===== src/inc/p1g_pkg.sv =====
// p1g_pkg: register map, reset values and pad carrier for the port 1 slice.
// assumes an 8-bit special function register bus with a 4-bit page select.
package p1g_pkg;

   // ****************************************************************
   // widths and register map
   // ****************************************************************
   localparam int P1G_PIN_W = 8;
   localparam int P1G_ADDR_W = 8;
   localparam int P1G_PAGE_W = 4;
   localparam logic [P1G_PAGE_W-1:0] P1G_PAGE_CFG = 4'hF;
   localparam logic [P1G_ADDR_W-1:0] P1G_ADDR_PIN_LATCH = 8'h90;
   localparam logic [P1G_ADDR_W-1:0] P1G_ADDR_OUT_TYPE = 8'hDC;
   localparam logic [P1G_ADDR_W-1:0] P1G_ADDR_ANA_DIG = 8'hED;
   localparam logic [P1G_ADDR_W-1:0] P1G_ADDR_CMP_LEVEL = 8'hF5;

   // ****************************************************************
   // reset values
   // ****************************************************************
   localparam logic [P1G_PIN_W-1:0] P1G_RST_PIN_LATCH = 8'hFF;
   localparam logic [P1G_PIN_W-1:0] P1G_RST_OUT_TYPE = 8'h00;
   localparam logic [P1G_PIN_W-1:0] P1G_RST_ANA_DIG = 8'hFF;
   localparam logic [P1G_PIN_W-1:0] P1G_RST_CMP_LEVEL = 8'hFF;
   localparam logic [P1G_PIN_W-1:0] P1G_RDATA_NONE = 8'h00;

   // per-pin configuration handed to a pad cell
   typedef struct packed {
      logic latch;
      logic digital;
      logic push_pull;
   } p1g_pad_cfg_s;

endpackage : p1g_pkg


===== src/verilog/p1g_port.sv =====
// p1g_port: port 1 register slice with match, latch, input and output mode.
// assumes a single-cycle register bus from the core and pins synchronous to clk_i;
// the mask register lives in the wake logic and arrives on mask_i.
`timescale 1ns/1ns

module p1g_port (
   input wire logic clk_i,
   input wire logic sys_rst_i,
   input wire logic [p1g_pkg::P1G_ADDR_W-1:0] sfr_addr_i,
   input wire logic [p1g_pkg::P1G_PAGE_W-1:0] sfr_page_i,
   input wire logic sfr_wr_i,
   input wire logic sfr_rd_i,
   input wire logic [p1g_pkg::P1G_PIN_W-1:0] sfr_wdata_i,
   input wire logic sfr_bit_wr_i,
   input wire logic [2:0] sfr_bit_sel_i,
   input wire logic sfr_bit_val_i,
   output logic [p1g_pkg::P1G_PIN_W-1:0] sfr_rdata_o,
   output logic sfr_rvalid_o,
   input wire logic [p1g_pkg::P1G_PIN_W-1:0] pin_in_i,
   output logic [p1g_pkg::P1G_PIN_W-1:0] pin_out_o,
   output logic [p1g_pkg::P1G_PIN_W-1:0] pin_oe_o,
   input wire logic [p1g_pkg::P1G_PIN_W-1:0] mask_i,
   output logic [p1g_pkg::P1G_PIN_W-1:0] compare_level_o,
   output logic mismatch_o
);
   import p1g_pkg::*;

   // ****************************************************************
   // decode helper
   // ****************************************************************
   // paged registers answer only on the config page; others on any page
   function automatic logic reg_hit(input logic [P1G_ADDR_W-1:0] addr,
                                    input logic [P1G_PAGE_W-1:0] page,
                                    input logic [P1G_ADDR_W-1:0] reg_addr,
                                    input logic paged);
      reg_hit = (addr == reg_addr) && (!paged || (page == P1G_PAGE_CFG));
   endfunction : reg_hit

   logic [P1G_PIN_W-1:0] cmp_level_r;
   logic [P1G_PIN_W-1:0] cmp_level_nxt;
   logic [P1G_PIN_W-1:0] pin_latch_r;
   logic [P1G_PIN_W-1:0] pin_latch_nxt;
   logic [P1G_PIN_W-1:0] ana_dig_r;
   logic [P1G_PIN_W-1:0] ana_dig_nxt;
   logic [P1G_PIN_W-1:0] out_type_r;
   logic [P1G_PIN_W-1:0] out_type_nxt;
   logic [P1G_PIN_W-1:0] pin_samp_r;
   logic [P1G_PIN_W-1:0] pin_samp_nxt;
   logic [P1G_PIN_W-1:0] rdata_r;
   logic [P1G_PIN_W-1:0] rdata_nxt;
   logic rvalid_r;
   logic rvalid_nxt;
   logic mismatch_r;
   logic mismatch_nxt;
   logic hit_latch;
   logic hit_out_type;
   logic hit_ana_dig;
   logic hit_cmp;
   logic [P1G_PIN_W-1:0] bit_onehot;

   // address decode for all four registers
   always_comb begin
      hit_latch = reg_hit(sfr_addr_i, sfr_page_i, P1G_ADDR_PIN_LATCH, 1'b0);
      hit_out_type = reg_hit(sfr_addr_i, sfr_page_i, P1G_ADDR_OUT_TYPE, 1'b1);
      hit_ana_dig = reg_hit(sfr_addr_i, sfr_page_i, P1G_ADDR_ANA_DIG, 1'b1);
      hit_cmp = reg_hit(sfr_addr_i, sfr_page_i, P1G_ADDR_CMP_LEVEL, 1'b1);
      bit_onehot = P1G_PIN_W'(1) << sfr_bit_sel_i;
   end

   // ****************************************************************
   // configuration registers
   // ****************************************************************
   // byte writes win over a bit write on the same edge; the core never
   // issues both, so the order only fixes a defined answer
   always_comb begin
      cmp_level_nxt = cmp_level_r;
      ana_dig_nxt = ana_dig_r;
      out_type_nxt = out_type_r;
      pin_latch_nxt = pin_latch_r;
      if (sfr_wr_i && hit_cmp) begin
         cmp_level_nxt = sfr_wdata_i;
      end
      if (sfr_wr_i && hit_ana_dig) begin
         ana_dig_nxt = sfr_wdata_i;
      end
      if (sfr_wr_i && hit_out_type) begin
         out_type_nxt = sfr_wdata_i;
      end
      // analog pins keep their latch so a later switch to digital is clean
      if (sfr_bit_wr_i && hit_latch && ana_dig_r[sfr_bit_sel_i]) begin
         pin_latch_nxt = sfr_bit_val_i ? (pin_latch_r | bit_onehot)
                                       : (pin_latch_r & ~bit_onehot);
      end
      if (sfr_wr_i && hit_latch) begin
         pin_latch_nxt = (sfr_wdata_i & ana_dig_r) | (pin_latch_r & ~ana_dig_r);
      end
   end

   always_ff @(posedge clk_i) begin
      if (sys_rst_i) begin
         cmp_level_r <= P1G_RST_CMP_LEVEL;
         pin_latch_r <= P1G_RST_PIN_LATCH;
         ana_dig_r <= P1G_RST_ANA_DIG;
         out_type_r <= P1G_RST_OUT_TYPE;
      end else begin
         cmp_level_r <= cmp_level_nxt;
         pin_latch_r <= pin_latch_nxt;
         ana_dig_r <= ana_dig_nxt;
         out_type_r <= out_type_nxt;
      end
   end

   // ****************************************************************
   // pin sampling, read port and mismatch
   // ****************************************************************
   // a latch read shows pin levels, so a pin held low by the board
   // reads low even when its latch is high
   always_comb begin
      pin_samp_nxt = pin_in_i;
      rvalid_nxt = sfr_rd_i;
      rdata_nxt = P1G_RDATA_NONE;
      if (sfr_rd_i) begin
         if (hit_latch) begin
            rdata_nxt = pin_samp_r;
         end else if (hit_cmp) begin
            rdata_nxt = cmp_level_r;
         end else if (hit_ana_dig) begin
            rdata_nxt = ana_dig_r;
         end else if (hit_out_type) begin
            rdata_nxt = out_type_r;
         end else begin
            rdata_nxt = P1G_RDATA_NONE;
         end
      end
      mismatch_nxt = |((pin_samp_r ^ cmp_level_r) & mask_i);
   end

   always_ff @(posedge clk_i) begin
      if (sys_rst_i) begin
         pin_samp_r <= P1G_RST_PIN_LATCH;
         rdata_r <= P1G_RDATA_NONE;
         rvalid_r <= 1'b0;
         mismatch_r <= 1'b0;
      end else begin
         pin_samp_r <= pin_samp_nxt;
         rdata_r <= rdata_nxt;
         rvalid_r <= rvalid_nxt;
         mismatch_r <= mismatch_nxt;
      end
   end

   // ****************************************************************
   // pad cells
   // ****************************************************************
   for (genvar gi = 0; gi < P1G_PIN_W; gi++) begin : g_pad
      p1g_pad_cfg_s cfg;
      assign cfg = '{latch: pin_latch_r[gi], digital: ana_dig_r[gi],
                     push_pull: out_type_r[gi]};
      p1g_pad_cell u_pad (
         .clk_i(clk_i),
         .sys_rst_i(sys_rst_i),
         .cfg_i(cfg),
         .pad_out_o(pin_out_o[gi]),
         .pad_oe_o(pin_oe_o[gi])
      );
   end

   assign sfr_rdata_o = rdata_r;
   assign sfr_rvalid_o = rvalid_r;
   assign compare_level_o = cmp_level_r;
   assign mismatch_o = mismatch_r;

   // ****************************************************************
   // checks
   // ****************************************************************
   property p_match_write;
      @(posedge clk_i) disable iff (sys_rst_i)
      (sfr_wr_i && sfr_addr_i == P1G_ADDR_CMP_LEVEL && sfr_page_i == P1G_PAGE_CFG)
         |=> compare_level_o == $past(sfr_wdata_i);
   endproperty
   a_match_write: assert property (p_match_write)
      else $error("match register write not stored");

   property p_match_reset;
      @(posedge clk_i) $past(sys_rst_i) && !sys_rst_i |-> compare_level_o == P1G_RST_CMP_LEVEL;
   endproperty
   a_match_reset: assert property (p_match_reset)
      else $error("match register reset value wrong");

   property p_latch_digital_only;
      @(posedge clk_i) disable iff (sys_rst_i)
      (sfr_wr_i && sfr_addr_i == P1G_ADDR_PIN_LATCH)
         |=> ((pin_latch_r ^ $past(sfr_wdata_i)) & $past(ana_dig_r)) == 8'h00
             && ((pin_latch_r ^ $past(pin_latch_r)) & ~$past(ana_dig_r)) == 8'h00;
   endproperty
   a_latch_digital_only: assert property (p_latch_digital_only)
      else $error("latch write touched wrong pins");

   property p_latch_read_pins;
      @(posedge clk_i) disable iff (sys_rst_i)
      // pins pass the sample flop before the read flop, so data is two edges old
      (sfr_rd_i && sfr_addr_i == P1G_ADDR_PIN_LATCH)
         |=> sfr_rvalid_o && sfr_rdata_o == $past(pin_in_i, 2);
   endproperty
   a_latch_read_pins: assert property (p_latch_read_pins)
      else $error("latch read did not return pin levels");

   property p_drive_rule;
      @(posedge clk_i) disable iff (sys_rst_i)
      1'b1 |=> pin_oe_o == ($past(ana_dig_r) & (~$past(pin_latch_r) | $past(out_type_r)))
               && ((pin_oe_o & ~pin_out_o) == (pin_oe_o & ~$past(pin_latch_r)));
   endproperty
   a_drive_rule: assert property (p_drive_rule)
      else $error("pin drive does not follow latch and output mode");

   property p_bit_write;
      @(posedge clk_i) disable iff (sys_rst_i)
      (sfr_bit_wr_i && !sfr_wr_i && sfr_addr_i == P1G_ADDR_PIN_LATCH
       && ana_dig_r[sfr_bit_sel_i])
         |=> pin_latch_r[$past(sfr_bit_sel_i)] == $past(sfr_bit_val_i)
             && $countones(pin_latch_r ^ $past(pin_latch_r)) <= 1;
   endproperty
   a_bit_write: assert property (p_bit_write)
      else $error("bit write to latch changed wrong bits");

   property p_analog_quiet;
      @(posedge clk_i) disable iff (sys_rst_i)
      1'b1 |=> (pin_oe_o & ~$past(ana_dig_r)) == 8'h00;
   endproperty
   a_analog_quiet: assert property (p_analog_quiet)
      else $error("analog pin is being driven");

   property p_mode_reset;
      @(posedge clk_i) $past(sys_rst_i) && !sys_rst_i
         |-> ana_dig_r == P1G_RST_ANA_DIG && out_type_r == P1G_RST_OUT_TYPE
             && pin_latch_r == P1G_RST_PIN_LATCH;
   endproperty
   a_mode_reset: assert property (p_mode_reset)
      else $error("mode register reset value wrong");

   property p_out_type_write;
      @(posedge clk_i) disable iff (sys_rst_i)
      (sfr_wr_i && sfr_addr_i == P1G_ADDR_OUT_TYPE && sfr_page_i != P1G_PAGE_CFG)
         |=> $stable(out_type_r);
   endproperty
   a_out_type_write: assert property (p_out_type_write)
      else $error("output mode written from wrong page");

   property p_mask_excludes;
      @(posedge clk_i) disable iff (sys_rst_i)
      (mask_i == 8'h00) |=> !mismatch_o;
   endproperty
   a_mask_excludes: assert property (p_mask_excludes)
      else $error("mismatch raised with all pins masked");

   property p_mismatch_hold;
      @(posedge clk_i) disable iff (sys_rst_i)
      // the compare flop sees match and mask one edge after the pin, so both
      // must hold still across that edge
      (((pin_in_i ^ compare_level_o) & mask_i) != 8'h00)
         ##1 ($stable(mask_i) && $stable(compare_level_o)) |=> mismatch_o;
   endproperty
   a_mismatch_hold: assert property (p_mismatch_hold)
      else $error("mismatch missed a differing unmasked pin");

   property p_mismatch_clear;
      @(posedge clk_i) disable iff (sys_rst_i)
      (((pin_in_i ^ compare_level_o) & mask_i) == 8'h00)
         ##1 ($stable(mask_i) && $stable(compare_level_o)) |=> !mismatch_o;
   endproperty
   a_mismatch_clear: assert property (p_mismatch_clear)
      else $error("mismatch raised while unmasked pins agree");

   property p_read_valid;
      @(posedge clk_i) disable iff (sys_rst_i)
      1'b1 |=> sfr_rvalid_o == $past(sfr_rd_i);
   endproperty
   a_read_valid: assert property (p_read_valid)
      else $error("read valid does not follow read strobe");

   // reads outside the map, or of a paged register off its page, return zero
   property p_unmapped_read;
      @(posedge clk_i) disable iff (sys_rst_i)
      (sfr_rd_i && sfr_addr_i != P1G_ADDR_PIN_LATCH
       && (sfr_page_i != P1G_PAGE_CFG || (sfr_addr_i != P1G_ADDR_CMP_LEVEL
           && sfr_addr_i != P1G_ADDR_ANA_DIG && sfr_addr_i != P1G_ADDR_OUT_TYPE)))
         |=> sfr_rdata_o == P1G_RDATA_NONE;
   endproperty
   a_unmapped_read: assert property (p_unmapped_read)
      else $error("unmapped read returned data");

   property p_bit_write_analog;
      @(posedge clk_i) disable iff (sys_rst_i)
      (sfr_bit_wr_i && !sfr_wr_i && !ana_dig_r[sfr_bit_sel_i]) |=> $stable(pin_latch_r);
   endproperty
   a_bit_write_analog: assert property (p_bit_write_analog)
      else $error("bit write changed an analog pin latch");

   // bit access exists only at the latch address
   property p_bit_write_other;
      @(posedge clk_i) disable iff (sys_rst_i)
      (sfr_bit_wr_i && !sfr_wr_i && sfr_addr_i != P1G_ADDR_PIN_LATCH)
         |=> $stable(pin_latch_r) && $stable(out_type_r);
   endproperty
   a_bit_write_other: assert property (p_bit_write_other)
      else $error("bit write honoured off the latch address");

endmodule : p1g_port


===== src/verilog/p1g_pad_cell.sv =====
// p1g_pad_cell: output driver control for one port pin.
// assumes the pad wire is resolved outside from pad_out_o and pad_oe_o.
`timescale 1ns/1ns
module p1g_pad_cell (
   input wire logic clk_i,
   input wire logic sys_rst_i,
   input wire p1g_pkg::p1g_pad_cfg_s cfg_i,
   output logic pad_out_o,
   output logic pad_oe_o
);
   import p1g_pkg::*;

   logic out_r;
   logic out_nxt;
   logic oe_r;
   logic oe_nxt;

   // ****************************************************************
   // drive decision
   // ****************************************************************
   // analog pins never drive; a high latch on open-drain only releases
   always_comb begin
      out_nxt = cfg_i.latch;
      oe_nxt = cfg_i.digital & (~cfg_i.latch | cfg_i.push_pull);
   end

   // registered so the pad never sees a decode glitch
   always_ff @(posedge clk_i) begin
      if (sys_rst_i) begin
         out_r <= P1G_RST_PIN_LATCH[0];
         oe_r <= 1'b0;
      end else begin
         out_r <= out_nxt;
         oe_r <= oe_nxt;
      end
   end

   assign pad_out_o = out_r;
   assign pad_oe_o = oe_r;

endmodule : p1g_pad_cell


===== config.mk =====
export PLATFORM = sky130hd
export DESIGN_NAME = p1g_port
export DESIGN_NICKNAME = d
export VERILOG_FILES = /design/src/inc/p1g_pkg.sv /design/src/verilog/p1g_port.sv /design/src/verilog/p1g_pad_cell.sv
export SDC_FILE = /design/constraint.sdc
export NUM_CORES = 1
export LEC_CHECK = 0
export ABC_CLOCK_PERIOD_IN_PS = 4700
export BUFFER_PORTS_ARGS = -buffer_cell sky130_fd_sc_hd__buf_2
export CAP_MARGIN = 25
export CORE_AREA = 10 10 85 87
export CTS_CLUSTER_SIZE = 12
export DETAILED_ROUTE_END_ITERATION = 12
export DIE_AREA = 0 0 95 97
export PLACE_DENSITY = 0.86
export REMOVE_ABC_BUFFERS = 1
export SLEW_MARGIN = 10
export SYNTH_ARGS = -nofsm -noshare
export SYNTH_HDL_FRONTEND = slang
export SYNTH_SLANG_ARGS = --single-unit

===== constraint.sdc =====
create_clock -name clk_i -period 4.7 [get_ports clk_i]
set_input_delay 0.94 -clock clk_i [delete_from_list [all_inputs] [get_ports clk_i]]
set_output_delay 0.94 -clock clk_i [all_outputs]
set_load 0.02 [all_outputs]

* After elaboration in Yosys (flattened, before gate mapping)
Index checks and enable logic that the tools add are counted.
** Storage, ports and cells
- Input port bits :: 45
- Output and inout bits :: 34
- Logic and storage cells :: 86
- Flip-flop bits (word level) :: 66
** Cells by class
- Mux-type cells :: 9
- Order comparisons :: 1
- Reductions and logical operators :: 12
- Equal/unequal tests :: 5
- Bitwise operators :: 34
- Shift-type cells :: 1
** Operator list (count)
- $mux 8 :: 7
- $and 8x8->8 :: 4
- $eq 8x8->1 const B :: 4
- $not 8->8 :: 2
- $or 8x8->8 :: 2
- $logic_and 1x1->1 :: 9
- $not 1->1 :: 9
- $and 1x1->1 :: 8
- $or 1x1->1 :: 8
- $reduce_or 8->1 :: 1
- $shl 1x3->8 const A :: 1
- $xor 8x8->8 :: 1
- $eq 4x4->1 const B :: 1
- $lt 3x4->1 const B :: 1
- $bmux 1 s3 :: 1
- $reduce_bool 2->1 :: 1
- $reduce_or 2->1 :: 1
- $mux 1 :: 1

* Logic depth before layout (Yosys ltp)
Gate-level depths: netlist of the first run.
- Depth after elaboration :: 6
- Gate-level depth with buffers :: 6

* Modules after synthesis
A second synthesis of the first run with hierarchy kept.
** Second synthesis, totals
- Cells, all modules :: 296
- Area total of the unflattened synthesis :: 2947.8 um2
** Modules (own cells, without submodules)
- p1g_port :: cells each 256, sequential area each 1001.0 um2, times used 1, area an instance 2367.3 um2
- p1g_pad_cell :: cells each 5, sequential area each 40.0 um2, times used 8, area an instance 72.6 um2

* Least setup slack after synthesis of the first run
OpenSTA, ideal clock, no wires.
- Path kind :: in2reg
- Start point :: in sfr_bit_sel_i[0]
- End point :: reg with a tool-made name
- Buffers on the path :: 1
- Setup time :: 0.129 ns
- Stages on the path :: 5
- Arrival :: 2.010 ns
- Setup slack :: 2.561 ns
- Path through :: buf_2 > mux4_2 > nor3b_1 > a211oi_1 > a22oi_1
** RTL lines
- from (decl) :: line p1g_port.sv:15 : input wire logic [2:0] sfr_bit_sel_i,

* Worst setup path in the final report of the first run
- Start point :: in sfr_wr_i
- End point :: reg ana_dig_r[4]
** Between the ends
- Word-level cells in the longest chain between the ends :: 1
** RTL lines
- from (decl) :: line p1g_port.sv:11 : input wire logic sfr_wr_i,
- $logic_and 1x1->1 :: line p1g_port.sv:83 : if (sfr_wr_i && hit_ana_dig) begin
- to (signal assigned) :: line p1g_port.sv:108 : ana_dig_r <= ana_dig_nxt;
- to (decl) :: line p1g_port.sv:43 : logic [P1G_PIN_W-1:0] ana_dig_r;
No other way between the ends.
A chain may end at the register's enable or synchronous reset.

==> results of run 1 <==
[layout by cell type, fill, tap and decap left out, drive strengths merged, types with 3 or more instances in the layout]
cell type	Yosys	layout
buf	30	78
dfxtp	66	66
nand3	28	28
o21ai	18	18
or2	15	15
and3	14	14
and2	11	11
clkbuf	7	11
a21oi	10	10
nand2	9	9
a31oi	8	8
a22o	8	8
xor2	8	8
inv	7	7
a221o	7	7
a211o	6	6
a22oi	6	6
nand2b	6	6
nand4	5	5
nor2b	4	4
a311o	4	4
a211oi	4	4
bufinv	0	4
nor2	4	4
o2111ai	3	3
and4	3	3
nor3b	3	3
[area by class of cell]
type                       instances  area share
multi-input combinational        207       0.404
sequential                        66       0.375
timing repair buffer              78       0.111
clock buffer                      11      0.0401
clock inverter                     5      0.0355
tap                               72      0.0256
inverter                           8     0.00852
[cells by family after synthesis]
kind of cell | synth area share
mux | 0.0215
xor+xnor | 0.0232
flops | 0.437
compound gates | 0.203
buf+inv | 0.0911
simple gates | 0.224
[synthesized netlist by cell type (3+ instances only)]
master / n
nand2b_1: 6
and3_1: 14
inv_1: 7
clkbuf_1: 7
a31oi_1: 8
a211o_1: 6
o21ai_0: 18
a311o_1: 4
or2_2: 15
nand2_1: 8
buf_6: 3
buf_2: 7
xor2_1: 8
a22o_1: 8
nor2b_1: 4
a21oi_1: 10
nand3_1: 28
and2_1: 11
dfxtp_1: 66
a22oi_1: 6
nor2_1: 3
o2111ai_1: 3
nand4_1: 5
a221o_1: 7
buf_4: 20
a211oi_1: 4
[through the flow]
step                      instances  hold slack, ns  instance area (um^2)  utilization  worst slack (ns)
after global placement          431           0.436                  3260        0.595              2.12
after floorplan                 281           0.419                  2780            -              2.40
final                           447           0.445                  3520        0.644              2.33
after detailed placement        431           0.434                  3260        0.595              2.05
after CTS                       447           0.447                  3520        0.644              2.39
after global routing            447           0.454                  3520        0.644              2.22
[path summary, 6_finish.rpt]
path | startpoint | to | slack, ns | cells after the start
worst min register to register | flop | g_pad[7].u_pad.pad_oe_o | 0.45 | 1
worst min-delay path | flop | g_pad[7].u_pad.pad_oe_o | 0.45 | 1
worst max-delay path | sfr_wr_i | ana_dig_r[4] | 2.33 | 4
worst max register to register | ana_dig_r[7] | flop | 3.16 | 4
[layer usage]
layer | routed length (um) | track usage | part of all wire | up-vias
li1 | - | - | - | 1265
met1 | 3360 | 0.215 | 0.42 | 1232
met2 | 3840 | 0.277 | 0.48 | 132
met3 | 729 | 0.0671 | 0.091 | 12
met4 | 82 | 0.0515 | 0.010 | 0
met5 | 0 | 0 | 0 | -
[power by group]
group	switching (uW)	internal, uW
logic	42.9	30.1
registers	2.74	564
clock network	216	420
==> results_dict.tcl, run 1 <==
set metrics [dict create \
    outcome "finished, final reports clean" \
    critPathKind "in -> reg" \
    cp.arrival_ns 2.60 \
    coreArea_um2 5470 \
    final-seq-area_um2 1320 \
    globalRouteTotalUtil 0.176 \
    avgRoutedWirePerCell_um 17.9 \
    fin_skew_ns 0.00785 \
    synth_top_area_share 0.437 \
    insertion_delay_ns 0.35 \
    n_antenna_cell 0 \
    cts_root_buffer "clkbuf_8" \
    die_h_um 97 \
    grt_overflow 0 \
    drc 0 \
    path_buf_inv 1 \
    gp_congestion 0.894 \
    vias 2641 \
    tns_ns 0 \
    cts_htree_levels 3 \
    slowest_delay_ns 0.79 \
    multi_input_comb_area_um2 1430 \
    rsz0062_at_grt "no" \
    worstPathCellList "buf_2 > and3_1 > nand2_2 > a211o_1" \
    syn2layout_area_growth_pct 16.6 \
    start_util 0.552 \
    pin_count 79 \
    clock-sinks 66 \
    async_flop_share 0 \
    post_cts_buffers 0 \
    yosysSeqAreaShare 0.437 \
    crit_fanout 27 \
    vias_per_cell 5.91 \
    rows 27 \
    synth_area_um2 3020 \
    die_w_um 95 \
    slew_violations 0 \
    grt_pass1_wl_mm 13.1 \
    place_hpwl_mm 5.76 \
    ctsResizeCount 0 \
    critPathLaunchType "input port" \
    min_period_ns 2.37 \
    period_share 0.504 \
    clk_pin_slew_ns 0.07 \
    relSlewSlack 0.427 \
    synth_edf_count 0 \
    drt-initial-drc-count 252 \
    cp_top_family "simple AND/OR/NAND/NOR gates" \
    cts_tree "yes" \
    p_leak_uw 0.00143 \
    first_pass_iters 5 \
    endpoint_kind "flop" \
    die_area_um2 9220 \
    cts-buffers-inserted 9 \
    vdd_ir_drop_max_v 0.000254 \
    cp_slowest_cell "and3_1" \
    portBuffers 78 \
    powerDensity_nw_per_um2 362 \
    syn_avg_cell_area_um2 9.50 \
    totalWireLength_mm 8.02 \
    worstMarginPinSlew_ns 0.860 \
    cap_violations 0 \
    fillers 476 \
    synth_ff_type "dfxtp_1" \
    grt_start_max_net_pins 42 \
    finalNetCount 415 \
    ys_ff_latch 66 \
    hold_class "reg -> reg" \
    antenna_found_initial 0 \
    cts_hold_buf 0 \
    synthTopCellsByArea "dfxtp_1, buf_4, nand3_1, or2_2, o21ai_0" \
    synth.distinct_cells 50 \
    drive_above_1_share 0.315 \
    drtAntennaViolNets 0 \
    power_uw 1280 \
    max_freq_mhz 422 \
    hold_viol 0 \
    clockBufferDepth 2 \
    grt_pass1_vias 2621 \
    cp.required_ns 4.93 \
    ys_warn_count 0 \
    setup_viol 0 \
    yosysTopAreaCell "dfxtp_1" \
    syn_inst 318 \
]
Power figures use the tool's default switching activity.
==> inputs of run 2 (changes only) <==
- ABC_AREA: default -> 1
- ABC_CLOCK_PERIOD_IN_PS: 4700 -> 1950
- CORE_AREA: 10 10 85 87 -> 10 10 94 96
- DIE_AREA: 0 0 95 97 -> 0 0 104 106
- PLACE_DENSITY: 0.86 -> 0.79
- clock period: 4.7 -> 1.95 ns (I/O delays scaled with it)
==> results_dict.tcl, run 2 <==
set metrics [dict create \
    cp_top_family "simple AND/OR/NAND/NOR gates" \
    cp.required_ns 2.18 \
    post_dp_cell_area_um2 3640 \
    die_area_um2 11000 \
    wl_met2_mm 3.96 \
    fin_skew_ns 0.00648 \
    drtAntennaViolNets 0 \
    coreArea_um2 7060 \
    slew_violations 0 \
    critPathLaunchType "input port" \
    portBuffers 78 \
    insertion_delay_ns 0.34 \
    die_w_um 104 \
    rr_worst_depth 11 \
    worstPathCellList "buf_2 > inv_1 > nand2_2 > nor2_8 > nand3_4 > inv_2 > nand2_1 > o21ai_4 > nand2_2 > nand2_1 > nand3_1" \
    pin_count 79 \
    cts_hold_buf 0 \
    whs_endpoint "pin_samp_r[0]" \
    syn2layout_area_growth_pct 17.9 \
    cp_slowest_cell "nand3_4" \
    die_h_um 106 \
    syn_inst 463 \
    setup_viol 0 \
    critPathKind "in -> reg" \
    syn_avg_cell_area_um2 7.11 \
    first_pass_iters 4 \
    p_sw_uw 656 \
    fillers 697 \
    outcome "finished, final reports clean" \
    min_from "pin_in_i[0]" \
    path_buf_inv 3 \
    vdd_ir_drop_max_v 0.000376 \
    rows 31 \
    layout_common_cells "nand2_1, buf_2, dfxtp_1" \
    post_cts_buffers 0 \
    drt-initial-drc-count 220 \
    max_freq_mhz 688 \
    yosysTopAreaCell "dfxtp_1" \
    clk_pin_slew_ns 0.07 \
    p_leak_uw 0.00224 \
    cts_tree "yes" \
    avgRoutedWirePerCell_um 13.2 \
    final_common_cell "nand2_1" \
    wl_met3_um 536 \
    slowest_delay_ns 0.24 \
    cp.arrival_ns 1.68 \
    cts-buffers-inserted 9 \
    totalWireLength_mm 8.30 \
    r2r_setup_slack_ns 0.52 \
    worstMarginPinSlew_ns 0.445 \
    synth_edf_count 0 \
    place_hpwl_mm 6.43 \
    n_antenna_cell 0 \
    period_share 0.745 \
    grt_pass1_vias 3034 \
    relSlewSlack 0.702 \
    start_util 0.467 \
    synth_area_um2 3290 \
    cap_violations 0 \
    whs_path_depth 2 \
    globalRouteTotalUtil 0.153 \
    crit_fanout 20 \
    gp_congestion 0.886 \
    vias 3014 \
    place_worst_setup_slack_ns 0.135 \
    top_layer "met4" \
    synth.most_common_cell "nand2_1" \
    setup_slack_ns 0.497 \
    ys_ff_latch 66 \
    clock-sinks 66 \
    clockBufferDepth 2 \
    ys_warn_count 0 \
    hold_class "in -> reg" \
    vias_per_cell 4.79 \
    ctsResizeCount 0 \
    grt_pass1_wl_mm 14.1 \
    endpoint_kind "flop" \
    hold_viol 0 \
    cts_htree_levels 3 \
    fin_area_um2 3880 \
    finalNetCount 571 \
    p_int_uw 2310 \
    timing.rr.start "ana_dig_r[0]" \
    antenna_found_initial 0 \
    synth_top_area_share 0.401 \
    combPwrFrac 0.067 \
    synthTopCellsByCount "nand2_1, dfxtp_1, inv_1" \
    synthTopCellsByArea "dfxtp_1, nand2_1, inv_1, nand3_1, nor2_1" \
    rsz0062_at_grt "no" \
    clockPowerShare 0.472 \
    pwr-share-seq 0.460 \
    powerDensity_nw_per_um2 763 \
    tns_ns 0 \
    drive_above_1_share 0.260 \
    synth_ff_type "dfxtp_1" \
    wl_met1_mm 3.70 \
    min_period_ns 1.45 \
    synth.distinct_cells 35 \
    yosysSeqAreaShare 0.401 \
    grt_start_max_net_pins 38 \
    cts_root_buffer "clkbuf_8" \
    drc 0 \
    grt_overflow 0 \
    async_flop_share 0 \
    switching_share 0.221 \
]
## run 2: how the worst max path moves through the flow
stage / end / cells after the start / startpoint / slack, ns
finish: flop / 11 / sfr_addr_i[5] / 0.50
global route: flop / 11 / ana_dig_r[0] / 0.34
CTS: flop / 11 / sfr_addr_i[5] / 0.51
detailed placement: flop / 11 / sfr_addr_i[5] / 0.13
global placement: flop / 11 / sfr_addr_i[5] / 0.23
floorplan: sfr_rdata_o[0] / 3 / sys_rst_i / 0.38
## run 2: power by group through the flow
stage / Combinational, uW / Sequential, uW / Clock (uW)
floorplan: 98.3 / 1400 / 0
global placement: 195 / 1400 / 0
detailed placement: 199 / 1400 / 0
CTS: 200 / 1360 / 1420
global route: 223 / 1370 / 1490
finish: 200 / 1360 / 1400
## run 2: cells by family (layout without fill, tap and decap cells)
logic type             count (synthesis)  after routing  share of synthesized area
DFF                                   66             66                      0.401
AOI/OAI and AO/OA                     55             55                      0.115
and+or+nand+nor                      250            250                      0.350
buffers and inverters                 92            159                      0.134
## run 2: per-layer routing
layer / vias up / global-route usage
met5: - / 0
met4: 0 / 0.0596
met3: 12 / 0.0495
met2: 77 / 0.262
met1: 1360 / 0.175
li1: 1565 / -
## run 2: layout make-up
class	instances	area, um^2	area share
Tap cell	99	124	0.0319
Clock inverter	5	103	0.0264
Inverter	61	229	0.0590
Sequential cell	66	1320	0.340
Multi-Input combinational cell	305	1530	0.394
Clock buffer	10	138	0.0354
Timing Repair Buffer	83	440	0.113
## run 2: stage by stage
stage           util  power (uW)  hold WS (ns)  instances
2_1_floorplan      -        1500         0.413        432
3_3_place_gp   0.516        1590         0.432        614
3_5_place_dp   0.516        1600         0.436        614
4_1_cts        0.550        2980         0.214        629
5_1_grt        0.550        3080         0.221        629
6_report       0.550        2960         0.227        629
==> inputs of run 3 (changes only) <==
- ABC_AREA: 1 -> 0
- ABC_CLOCK_PERIOD_IN_PS: 1950 -> 1400
- CORE_AREA: 10 10 94 96 -> 10 10 88 90
- DIE_AREA: 0 0 104 106 -> 0 0 98 100
- PLACE_DENSITY: 0.79 -> 0.81
- clock period: 1.95 -> 1.4 ns (I/O delays scaled with it)
==> results_dict.tcl, run 3 (synthesis gave the netlist of run 1 again) <==
set metrics [dict create \
    fillers 530 \
    vias 2916 \
    crit_path_start "ana_dig_r[6]" \
    cp.required_ns 1.62 \
    vias_per_cell 5.94 \
    max_freq_mhz 732 \
    cts_htree_levels 3 \
    coreArea_um2 6130 \
    hold_class "in -> reg" \
    utilization 0.619 \
    rows 29 \
    cap_violations 0 \
    r2r_setup_slack_ns 0.03 \
    layout_common_cells "buf_2, dfxtp_1, buf_4" \
    min_period_ns 1.37 \
    clockBufferDepth 2 \
    hold_viol 0 \
    die_area_um2 9800 \
    finalNetCount 454 \
    antenna_found_initial 0 \
    fin_skew_ns 0.0102 \
    rr_worst_depth 4 \
    drc 0 \
    min_from "pin_in_i[7]" \
    post_cts_buffers 0 \
    relSlewSlack 0.640 \
    cts_root_buffer "clkbuf_8" \
    cp_slowest_cell "mux4_2" \
    gp_congestion 0.885 \
    final_common_cell "buf_2" \
    p_leak_uw 0.00160 \
    timing.rr.start "ana_dig_r[6]" \
    cts_tree "yes" \
    endpoint_kind "flop" \
    grt_overflow 0 \
    die_w_um 98 \
    vdd_ir_drop_max_v 0.000574 \
    avgRoutedWirePerCell_um 17.9 \
    pin_count 79 \
    outcome "finished, final reports clean" \
    drtAntennaViolNets 0 \
    clock-sinks 66 \
    period_share 0.976 \
    die_h_um 100 \
    critPathKind "reg -> reg" \
    powerDensity_nw_per_um2 1010 \
    insertion_delay_ns 0.35 \
    n_antenna_cell 0 \
    first_pass_iters 5 \
    tns_ns 0 \
    rsz0062_at_grt "no" \
    totalWireLength_mm 8.81 \
    holdWs_ns 0.112 \
    cts-buffers-inserted 9 \
    clk_pin_slew_ns 0.07 \
    start_util 0.493 \
    drt-initial-drc-count 198 \
    globalRouteTotalUtil 0.172 \
    setup_viol 0 \
    syn2layout_area_growth_pct 25.7 \
    slowest_delay_ns 0.44 \
    slew_violations 0 \
    worstPathCellList "mux4_2 > nor3b_2 > a211oi_2 > a22oi_1" \
    place_hpwl_mm 6.59 \
    grt_pass1_vias 2776 \
    grt_pass1_wl_mm 13.7 \
    crit_fanout 2 \
    portBuffers 78 \
    drive_above_1_share 0.386 \
    critPathLaunchType "flop" \
    worstMarginPinSlew_ns 0.537 \
    grt_start_max_net_pins 27 \
    cp.arrival_ns 1.58 \
]
## run 3: critical path: cells and delay by family (launching register included)
family | cells | cell delay (ns)
AO/OA/AOI/OAI | 2 | 0.30
flip-flops | 1 | 0.33
multiplexers | 1 | 0.44
AND/OR/NAND/NOR | 1 | 0.17
## run 3: layer usage
metal  GRT usage  wire, um  vias up
li1            -         -     1345
met1       0.186      3360     1406
met2       0.303      4520      139
met3      0.0543       708       26
met4      0.0738       218        0
met5           0         0        -
## run 3: how the worst min path moves through the flow
stage / slack [ns] / depth (start not counted) / endpoint
floorplan: 0.35 / 1 / out_type_r[0]
global placement: 0.43 / 1 / g_pad[7].u_pad.pad_oe_o
detailed placement: 0.43 / 1 / g_pad[7].u_pad.pad_oe_o
CTS: 0.10 / 2 / pin_samp_r[1]
global route: 0.10 / 2 / pin_samp_r[1]
finish: 0.11 / 2 / pin_samp_r[7]
## run 3: layout make-up
type                       count  area (um^2)  share of cell area
multi-input combinational    207         1440               0.378
sequential                    66         1320               0.348
timing repair buffer         117          708               0.186
clock buffer                  12          155              0.0409
tap                           77         96.3              0.0254
clock inverter                 4         50.0              0.0132
inverter                       8         30.0             0.00791
## run 3: what timing repair did
| item | 4_1_cts | 5_1_grt |
|---|---|---|
| pin swaps | 1 | 2 |
| resized for setup | 0 | 3 |
| hold buffers | 0 | 0 |
| endpoints found under the setup margin | 1 | 1 |
## run 3: power breakdown
part           internal (uW)  switching (uW)
combinational            136             158
clock                    917             728
sequential              1890            8.62
total                   2950             894
## run 3: through the flow
step           setup slack [ns]  area, um^2  power (uW)  instances
6_report                 0.0337        3800        3840        491
2_1_floorplan            -0.235        2780        2050        281
4_1_cts                  0.0160        3790        3850        491
3_3_place_gp             -0.222        3580        2220        475
5_1_grt                 0.00428        3800        3970        491
3_5_place_dp             -0.277        3580        2230        475
